[src/rtl/io_space_pkg.sv]
// Purpose: Shared constants and carriers for the I/O space decoder
// Assumes: 8-bit registers, byte addressed data space
// Notes:   Offsets are I/O addresses; data-space alias adds the fixed offset
package io_space_pkg;

  localparam int          DATA_W          = 8;
  localparam int          IO_AW           = 6;
  localparam int          DS_AW           = 9;

  // Address windows
  localparam logic [5:0]  BIT_RANGE_LAST  = 6'h1f;
  localparam logic [8:0]  DS_IO_OFFSET    = 9'h020;
  localparam logic [8:0]  DS_IO_LAST      = 9'h05f;
  localparam logic [8:0]  DS_EXT_FIRST    = 9'h060;
  localparam logic [8:0]  DS_EXT_LAST     = 9'h1ff;

  // Register offsets in I/O space
  localparam logic [5:0]  PORT_B_INPUT_PINS        = 6'h03;
  localparam logic [5:0]  PORT_B_DIRECTION         = 6'h04;
  localparam logic [5:0]  PORT_B_OUTPUT            = 6'h05;
  localparam logic [5:0]  PORT_C_INPUT_PINS        = 6'h06;
  localparam logic [5:0]  PORT_C_DIRECTION         = 6'h07;
  localparam logic [5:0]  PORT_C_OUTPUT            = 6'h08;
  localparam logic [5:0]  PORT_D_INPUT_PINS        = 6'h09;
  localparam logic [5:0]  PORT_D_DIRECTION         = 6'h0a;
  localparam logic [5:0]  PORT_D_OUTPUT            = 6'h0b;
  localparam logic [5:0]  TIMER8_FLAGS             = 6'h15;
  localparam logic [5:0]  TIMER16_FLAGS            = 6'h16;
  localparam logic [5:0]  GENERAL_PURPOSE_ZERO     = 6'h1e;
  localparam logic [5:0]  NVM_CONTROL              = 6'h1f;
  localparam logic [5:0]  NVM_DATA                 = 6'h20;
  localparam logic [5:0]  NVM_ADDRESS_LOW          = 6'h21;
  localparam logic [5:0]  NVM_ADDRESS_HIGH         = 6'h22;
  localparam logic [5:0]  TIMER_GLOBAL_CONTROL     = 6'h23;
  localparam logic [5:0]  TIMER8_CONTROL_A         = 6'h24;
  localparam logic [5:0]  TIMER8_CONTROL_B         = 6'h25;
  localparam logic [5:0]  TIMER8_COUNT             = 6'h26;
  localparam logic [5:0]  TIMER8_COMPARE_A         = 6'h27;
  localparam logic [5:0]  TIMER8_COMPARE_B         = 6'h28;
  localparam logic [5:0]  PLL_CONTROL_STATUS       = 6'h29;
  localparam logic [5:0]  GENERAL_PURPOSE_ONE      = 6'h2a;
  localparam logic [5:0]  GENERAL_PURPOSE_TWO      = 6'h2b;
  localparam logic [5:0]  SERIAL_PERIPH_CONTROL    = 6'h2c;
  localparam logic [5:0]  SERIAL_PERIPH_STATUS     = 6'h2d;
  localparam logic [5:0]  SERIAL_PERIPH_DATA       = 6'h2e;
  localparam logic [5:0]  COMPARATOR_CONTROL_STATUS = 6'h30;

  // Flag layouts (write one to clear)
  localparam logic [7:0]  TIMER8_FLAG_MASK  = 8'h07;
  localparam logic [7:0]  TIMER16_FLAG_MASK = 8'h2f;
  localparam logic [7:0]  REG_RESET         = 8'h00;

  // Core operations
  typedef enum logic [2:0] {
    OP_NONE,
    OP_IO_IN,
    OP_IO_OUT,
    SET_SINGLE_BIT_OP,
    CLEAR_SINGLE_BIT_OP,
    SKIP_IF_IO_BIT_SET_OP,
    SKIP_IF_IO_BIT_CLEAR_OP,
    DATA_SPACE_LOAD_OP
  } core_op_e;

  typedef struct packed {
    core_op_e    op;
    logic        store;
    logic [8:0]  addr;
    logic [2:0]  bit_sel;
    logic [7:0]  wdata;
  } core_req_s;

  typedef struct packed {
    logic        valid;
    logic        error;
    logic        skip;
    logic [7:0]  rdata;
  } core_rsp_s;

endpackage

[src/rtl/io_space_address_decoder.sv]
// Purpose: Decode the core's I/O and data-space accesses onto the low register file
// Assumes: One request per cycle, answered on the next edge
// Notes:   Peripherals sit outside; they raise flag events and read registers
//
// Overview of operation
// - Bit set/clear only at addresses 0x00-0x1F
// - Bit test with skip in low range
// - Some status flags clear on written one
// - Bit set/clear is whole-register read-modify-write
// - I/O transfers reach only 64 locations
// - Data-space alias is I/O address plus 0x20
// - Extended range 0x60-0x1FF by load/store only
`timescale 1ns/100ps
module io_space_address_decoder #(
  parameter int NUM_LOCS = 64
) (
  // Clock and reset
  input  wire logic                     sys_clk,
  input  wire logic                     rst,
  // Core request and answer
  input  wire io_space_pkg::core_req_s  req,
  output io_space_pkg::core_rsp_s       rsp,
  // Extended space pass-through
  output logic                          ext_sel,
  output logic                          ext_we,
  output logic [8:0]                    ext_addr,
  output logic [7:0]                    ext_wdata,
  input  wire logic [7:0]               ext_rdata,
  // Port pins
  input  wire logic [7:0]               pin_b,
  input  wire logic [7:0]               pin_c,
  input  wire logic [7:0]               pin_d,
  // Flag events from timers
  input  wire logic [7:0]               timer8_events,
  input  wire logic [7:0]               timer16_events,
  // Register contents to peripherals
  output logic [NUM_LOCS*8-1:0]         reg_image
);

  initial
  begin
    if (NUM_LOCS != 64)
      $error("I/O space must be 64 locations");
  end

  logic [7:0] regs_q [NUM_LOCS];
  logic [7:0] pin_b_m_q, pin_b_s_q, pin_c_m_q, pin_c_s_q, pin_d_m_q, pin_d_s_q;
  io_space_pkg::core_rsp_s rsp_q, rsp_d;

  // Request classification
  wire logic        is_io_op   = req.op inside {io_space_pkg::OP_IO_IN,
                                                io_space_pkg::OP_IO_OUT};
  wire logic        is_bit_op  = req.op inside {io_space_pkg::SET_SINGLE_BIT_OP,
                                                io_space_pkg::CLEAR_SINGLE_BIT_OP};
  wire logic        is_test_op = req.op inside {io_space_pkg::SKIP_IF_IO_BIT_SET_OP,
                                                io_space_pkg::SKIP_IF_IO_BIT_CLEAR_OP};
  wire logic        is_ds_op   = (req.op == io_space_pkg::DATA_SPACE_LOAD_OP);
  wire logic        ds_in_io   = req.addr >= io_space_pkg::DS_IO_OFFSET &&
                                 req.addr <= io_space_pkg::DS_IO_LAST;
  wire logic        ds_in_ext  = req.addr >= io_space_pkg::DS_EXT_FIRST;
  wire logic [8:0]  ds_io_full = req.addr - io_space_pkg::DS_IO_OFFSET;
  // Only the low six address bits exist for I/O transfers
  wire logic [5:0]  io_addr    = is_ds_op ? ds_io_full[5:0] : req.addr[5:0];
  wire logic        low_range  = req.addr[8:5] == 4'h0;
  wire logic        io_hit     = (is_io_op && req.addr[8:6] == 3'h0)
                               || (is_ds_op && ds_in_io)
                               || ((is_bit_op || is_test_op) && low_range);
  wire logic        bad_req    = (req.op != io_space_pkg::OP_NONE) && !io_hit
                               && !(is_ds_op && ds_in_ext);

  // Implemented locations; everything else is reserved
  logic [NUM_LOCS-1:0] impl;
  logic [NUM_LOCS-1:0] ro_mask;
  always_comb
  begin
    impl = '0;
    ro_mask = '0;
    impl[io_space_pkg::PORT_B_INPUT_PINS] = 1'b1;
    impl[io_space_pkg::PORT_B_DIRECTION] = 1'b1;
    impl[io_space_pkg::PORT_B_OUTPUT] = 1'b1;
    impl[io_space_pkg::PORT_C_INPUT_PINS] = 1'b1;
    impl[io_space_pkg::PORT_C_DIRECTION] = 1'b1;
    impl[io_space_pkg::PORT_C_OUTPUT] = 1'b1;
    impl[io_space_pkg::PORT_D_INPUT_PINS] = 1'b1;
    impl[io_space_pkg::PORT_D_DIRECTION] = 1'b1;
    impl[io_space_pkg::PORT_D_OUTPUT] = 1'b1;
    impl[io_space_pkg::TIMER8_FLAGS] = 1'b1;
    impl[io_space_pkg::TIMER16_FLAGS] = 1'b1;
    impl[io_space_pkg::GENERAL_PURPOSE_ZERO] = 1'b1;
    impl[io_space_pkg::NVM_CONTROL] = 1'b1;
    impl[io_space_pkg::NVM_DATA] = 1'b1;
    impl[io_space_pkg::NVM_ADDRESS_LOW] = 1'b1;
    impl[io_space_pkg::NVM_ADDRESS_HIGH] = 1'b1;
    impl[io_space_pkg::TIMER_GLOBAL_CONTROL] = 1'b1;
    impl[io_space_pkg::TIMER8_CONTROL_A] = 1'b1;
    impl[io_space_pkg::TIMER8_CONTROL_B] = 1'b1;
    impl[io_space_pkg::TIMER8_COUNT] = 1'b1;
    impl[io_space_pkg::TIMER8_COMPARE_A] = 1'b1;
    impl[io_space_pkg::TIMER8_COMPARE_B] = 1'b1;
    impl[io_space_pkg::PLL_CONTROL_STATUS] = 1'b1;
    impl[io_space_pkg::GENERAL_PURPOSE_ONE] = 1'b1;
    impl[io_space_pkg::GENERAL_PURPOSE_TWO] = 1'b1;
    impl[io_space_pkg::SERIAL_PERIPH_CONTROL] = 1'b1;
    impl[io_space_pkg::SERIAL_PERIPH_STATUS] = 1'b1;
    impl[io_space_pkg::SERIAL_PERIPH_DATA] = 1'b1;
    impl[io_space_pkg::COMPARATOR_CONTROL_STATUS] = 1'b1;
    ro_mask[io_space_pkg::PORT_B_INPUT_PINS] = 1'b1;
    ro_mask[io_space_pkg::PORT_C_INPUT_PINS] = 1'b1;
    ro_mask[io_space_pkg::PORT_D_INPUT_PINS] = 1'b1;
  end

  // Flag bit masks per location
  function automatic logic [7:0] w1c_of(input logic [5:0] a);
    logic [7:0] m;
    m = 8'h00;
    if (a == io_space_pkg::TIMER8_FLAGS)
      m = io_space_pkg::TIMER8_FLAG_MASK;
    else if (a == io_space_pkg::TIMER16_FLAGS)
      m = io_space_pkg::TIMER16_FLAG_MASK;
    return m;
  endfunction

  // Current read value, pins sampled through two flops
  logic [7:0] cur_val;
  always_comb
  begin
    cur_val = 8'h00;
    if (impl[io_addr])
      cur_val = regs_q[io_addr];
    if (io_addr == io_space_pkg::PORT_B_INPUT_PINS)
      cur_val = pin_b_s_q;
    else if (io_addr == io_space_pkg::PORT_C_INPUT_PINS)
      cur_val = pin_c_s_q;
    else if (io_addr == io_space_pkg::PORT_D_INPUT_PINS)
      cur_val = pin_d_s_q;
  end

  // Write value: bit ops rebuild from the read value, so set flags go back as one, except the bit a clear op names
  wire logic [7:0] bit_mask  = 8'h01 << req.bit_sel;
  wire logic [7:0] rmw_val   = (req.op == io_space_pkg::SET_SINGLE_BIT_OP)
                             ? (cur_val | bit_mask) : (cur_val & ~bit_mask);
  wire logic       wr_io     = io_hit && (req.op == io_space_pkg::OP_IO_OUT
                                          || is_bit_op
                                          || (is_ds_op && req.store));
  wire logic [7:0] wr_val    = is_bit_op ? rmw_val : req.wdata;
  // Reserved and read-only locations swallow writes
  wire logic       wr_ok     = wr_io && impl[io_addr] && !ro_mask[io_addr];
  wire logic [7:0] flag_m    = w1c_of(io_addr);

  // Register file; one generate lane per location
  for (genvar g = 0; g < NUM_LOCS; g++)
  begin : g_loc
    wire logic [7:0] evt = (g == int'(io_space_pkg::TIMER8_FLAGS))  ? timer8_events  & io_space_pkg::TIMER8_FLAG_MASK :
                           (g == int'(io_space_pkg::TIMER16_FLAGS)) ? timer16_events & io_space_pkg::TIMER16_FLAG_MASK :
                           8'h00;
    wire logic [7:0] fm  = w1c_of(6'(g));
    wire logic       hit = wr_ok && (io_addr == 6'(g));
    logic [7:0] nxt;
    always_comb
    begin
      nxt = regs_q[g];
      if (hit)
        nxt = (nxt & fm & ~wr_val) | (wr_val & ~fm);
      nxt = nxt | evt; // New event beats a clear in the same cycle
    end
    always_ff @(posedge sys_clk or posedge rst)
    begin
      if (rst)
        regs_q[g] <= io_space_pkg::REG_RESET;
      else
        regs_q[g] <= nxt;
    end
    assign reg_image[g*8 +: 8] = regs_q[g];
  end

  // Answer
  always_comb
  begin
    rsp_d = '0;
    rsp_d.valid = req.op != io_space_pkg::OP_NONE;
    rsp_d.error = bad_req;
    if (io_hit && !wr_io)
      rsp_d.rdata = cur_val;
    else if (is_ds_op && ds_in_ext && !req.store)
      rsp_d.rdata = ext_rdata;
    if (is_test_op && low_range)
      rsp_d.skip = (req.op == io_space_pkg::SKIP_IF_IO_BIT_SET_OP)
                 ? cur_val[req.bit_sel] : !cur_val[req.bit_sel];
  end

  always_ff @(posedge sys_clk or posedge rst)
  begin
    if (rst)
    begin
      rsp_q <= '0;
      pin_b_m_q <= 8'h00;
      pin_b_s_q <= 8'h00;
      pin_c_m_q <= 8'h00;
      pin_c_s_q <= 8'h00;
      pin_d_m_q <= 8'h00;
      pin_d_s_q <= 8'h00;
    end
    else
    begin
      rsp_q <= rsp_d;
      pin_b_m_q <= pin_b;
      pin_b_s_q <= pin_b_m_q;
      pin_c_m_q <= pin_c;
      pin_c_s_q <= pin_c_m_q;
      pin_d_m_q <= pin_d;
      pin_d_s_q <= pin_d_m_q;
    end
  end

  assign rsp       = rsp_q;
  // Extended range never reached by I/O transfers
  assign ext_sel   = is_ds_op && ds_in_ext;
  assign ext_we    = ext_sel && req.store;
  assign ext_addr  = req.addr;
  assign ext_wdata = req.wdata;

endmodule

[config.mk]
export PLATFORM = sky130hd
export DESIGN_NAME = io_space_address_decoder
export DESIGN_NICKNAME = d
export VERILOG_FILES = /design/src/rtl/io_space_pkg.sv /design/src/rtl/io_space_address_decoder.sv
export SDC_FILE = /design/constraint.sdc
export NUM_CORES = 1
export LEC_CHECK = 0
export BUFFER_PORTS_ARGS = -buffer_cell sky130_fd_sc_hd__buf_2
export CORE_AREA = 2 2 236 238
export DETAILED_ROUTE_END_ITERATION = 10
export DIE_AREA = 0 0 238 240
export PLACE_DENSITY = 0.66
export SYNTH_ARGS = -nofsm -noshare
export SYNTH_HDL_FRONTEND = slang
export SYNTH_SLANG_ARGS = --single-unit
[constraint.sdc]
create_clock -name sys_clk -period 21.4 [get_ports sys_clk]
set_clock_uncertainty 0.15 [all_clocks]
set_input_delay 3.21 -clock sys_clk [delete_from_list [all_inputs] [get_ports sys_clk]]
set_output_delay 3.21 -clock sys_clk [all_outputs]
set_load 0.1 [all_outputs]
==> flow_metrics.py <==
metrics = {
    "sta": {
        "period_minus_slack_ps": 8249,
        "period_share": 0.3855,
        "hold_ws_ps": 194.9,
        "tns_ps": 0,
        "rsz0062_at_grt": "no",
        "finalSetupViolCount": 0,
        "drv_slew": 0,
        "worst_slew_pin_slew_ps": 1279,
        "fmax_mhz": 121.2,
        "finalHoldViolCount": 0,
        "relSlewSlack": 0.1472,
    },
    "power_and_ir_drop": {
        "peakVddDrop_v": 0.00008087,
        "power.total_mw": 2.450,
        "p_per_area_mw_per_mm2": 84.33,
        "power.leakage_nw": 15.40,
    },
    "placement": {
        "hpwl_um": 61530,
        "place.gp.congestion": 0.8528,
        "dpl-instance-area_mm2": 0.02694,
        "dp.cells": 2788,
        "io_buffers": 607,
    },
    "logic_synthesis": {
        "synth-seq-area-share": 0.5830,
        "avgSynthCellArea_um2": 13.55,
        "async_flop_share": 1.000,
        "synth.distinct_cells": 78,
        "syn_area_mm2": 0.02451,
        "syn_nets": 1887,
        "ys_ff_latch": 571,
        "synth_warnings": 0,
        "syn_inst": 1809,
        "synth_ff_type": "dfrtp_1",
        "synth-edff-count": 0,
    },
    "critical_path": {
        "crit_required_ps": 21810,
        "startpoint_type": "input port",
        "rrSetupSlack_ps": 17260,
        "cp_slowest_cell": "nor3b_2",
        "crit_arrival_ps": 8660,
        "path_class": "in -> reg",
        "end_kind": "flop",
        "cpPeakStageDelay_ps": 1020,
        "r2r-start": "reg_image[351]$_DFFE_PP0P_",
        "r2r_end": "reg_image[95]$_DFFE_PP0P_",
        "cp_cell_sequence": "clkbuf_8 -> buf_4 -> inv_1 -> ha_1 -> nor4bb_1 -> mux2i_1 -> o2111a_1 -> or3_1 -> a211oi_1 -> o21a_1 -> nor3b_2 -> mux2_2",
        "rr_worst_depth": 8,
        "cp_max_fo": 46,
    },
    "clock_tree": {
        "tritoncts": "yes",
        "cts_sinks": 571,
        "cts_post_setup_buffers_inserted": 0,
        "numCtsBuffers": 59,
        "insertion_delay_ps": 640,
        "clock_path_buffers": 3,
        "cts.clk_slew.worst_paths_ps": 60,
        "holdBufCountCts": 0,
        "cts_root_buf": "clkbuf_16",
        "htree_levels": 2,
        "postCtsResizedCells": 0,
    },
    "flow_run": {
        "maxCapViolCount": 0,
    },
    "layout": {
        "finalInstanceArea_mm2": 0.02905,
        "nets": 2223,
        "drive_above_1_share": 0.4927,
        "n_fill_cell": 4656,
        "syn_to_final_growth_pct": 18.54,
        "multi_input_area_mm2": 0.008426,
        "final_common_cell": "buf_2",
        "instances_no_fill": 2903,
        "regArea_mm2": 0.01429,
        "final_cell_mix": "buf_2, dfrtp_1, mux2_2",
    },
    "routing": {
        "ant_nets": 0,
        "wl_per_cell_um": 29.82,
        "viasPerCell": 5.699,
        "firstDrtPassIters": 6,
        "vias": 16550,
        "routed_wl_um": 86560,
        "drc": 0,
        "drt_iter0_drc": 1448,
    },
    "grt": {
        "overflow": 0,
        "grt.total_usage": 0.2998,
        "grt_max_degree": 125,
        "antenna_found_initial": 3,
        "grt_pass1_vias": 16580,
        "grt_pass1_wl_um": 122200,
    },
    "die": {
        "fp-row-count": 86,
        "die-height_um": 240,
        "coreArea_mm2": 0.05466,
        "ios": 616,
        "die_w_um": 238,
        "die_area_mm2": 0.05712,
        "start_util": 0.4484,
    },
    "status": {
        "outcome": "completed",
    },
    "worst_hold_path": {
        "min_path_cells": 0,
        "hold_start": "pin_c_m_q[1]$_DFF_PP0_",
        "min_path_type": "reg -> reg",
        "min_to": "pin_c_s_q[1]$_DFF_PP0_",
    },
}
[metrics by stage]
stage                       util  setup slack [ps]
after floorplan                -              2067
after global placement    0.4928             12490
after detailed placement  0.4928             12330
after CTS                 0.5314             13000
after global routing      0.5315             12720
final                     0.5315             13150
[state kept, by name (all words and copies together), names as in the netlist]
name       flops
reg_image    512
rsp           11
pin_b_m_q      8
pin_b_s_q      8
pin_c_m_q      8
pin_c_s_q      8
pin_d_m_q      8
pin_d_s_q      8
[synthesized netlist by cell type, drive strengths merged (5+ instances only)]
library cell / number / share of area
a211oi: 12 / 0.0047
a21oi: 22 / 0.0045
a221oi: 7 / 0.0025
a22o: 8 / 0.0029
a22oi: 20 / 0.0061
a31oi: 5 / 0.0013
a32oi: 6 / 0.0021
and2: 5 / 0.0013
buf: 93 / 0.032
clkbuf: 269 / 0.041
dfrtp: 571 / 0.58
inv: 14 / 0.0021
mux2: 209 / 0.096
mux2i: 76 / 0.031
mux4: 110 / 0.10
nand2: 96 / 0.015
nand2b: 6 / 0.0015
nand3: 47 / 0.012
nor2: 38 / 0.0059
nor2b: 6 / 0.0015
nor3: 28 / 0.0069
o21ai: 73 / 0.015
o22a: 5 / 0.0018
o22ai: 6 / 0.0015
o31ai: 6 / 0.0022
or3: 5 / 0.0013
[critical path, delay by kind of cell]
kind	cells	cell delay, ps
AOI/OAI and AO/OA	3	1330
and+or+nand+nor	3	1790
buffers and inverters	3	1430
adders and majority gates	1	370
muxes	2	430
[layout make-up]
| type | count | share of cell area |
|---|---|---|
| clock inverters | 33 | 0.01395 |
| inverters | 14 | 0.002067 |
| multi-input cells | 862 | 0.2900 |
| well taps | 704 | 0.03032 |
| clock buffers | 79 | 0.05861 |
| repair buffers | 637 | 0.1130 |
| flip-flops and latches | 571 | 0.4918 |
| diodes | 3 | 0.0002584 |
[how the worst max path moves through the flow]
stage / endpoint / depth (start not counted) / slack (ps) / from
5_1_grt: reg_image[191]$_DFFE_PP0P_ / 12 / 12720 / req[11]
6_report: reg_image[95]$_DFFE_PP0P_ / 12 / 13150 / req[11]
2_1_floorplan: pin_b_m_q[0]$_DFF_PP0_ / 1 / 2070 / rst
3_3_place_gp: reg_image[87]$_DFFE_PP0P_ / 12 / 12490 / req[11]
3_5_place_dp: reg_image[175]$_DFFE_PP0N_ / 12 / 12330 / req[11]
4_1_cts: reg_image[95]$_DFFE_PP0P_ / 12 / 13000 / req[11]
[where the power goes]
group,total [mW],internal [mW],switching (mW)
Combinational,0.250,0.0533,0.197
Sequential,1.10,1.09,0.0102
Clock,1.10,0.647,0.449
Total,2.45,1.79,0.656
[cell families (layout without fill, tap and decap cells)]
group | Yosys count | after routing | share of synthesized area
adders and majority gates | 4 | 4 | 0.002042
and+or+nand+nor | 255 | 255 | 0.05218
xor gates and xnor gates | 3 | 3 | 0.002145
muxes | 395 | 395 | 0.2282
buffers and inverters | 376 | 763 | 0.07530
DFF | 571 | 571 | 0.5830
AOI/OAI and AO/OA | 205 | 205 | 0.05718
other | 0 | 3 | 0
[per-layer routing]
metal / GRT usage / part of all wire
met5: 0 / 0.00012
met4: 0.08655 / 0.027
met3: 0.06315 / 0.071
met2: 0.4871 / 0.48
met1: 0.4098 / 0.42
(Power assumes the default switching activity.)
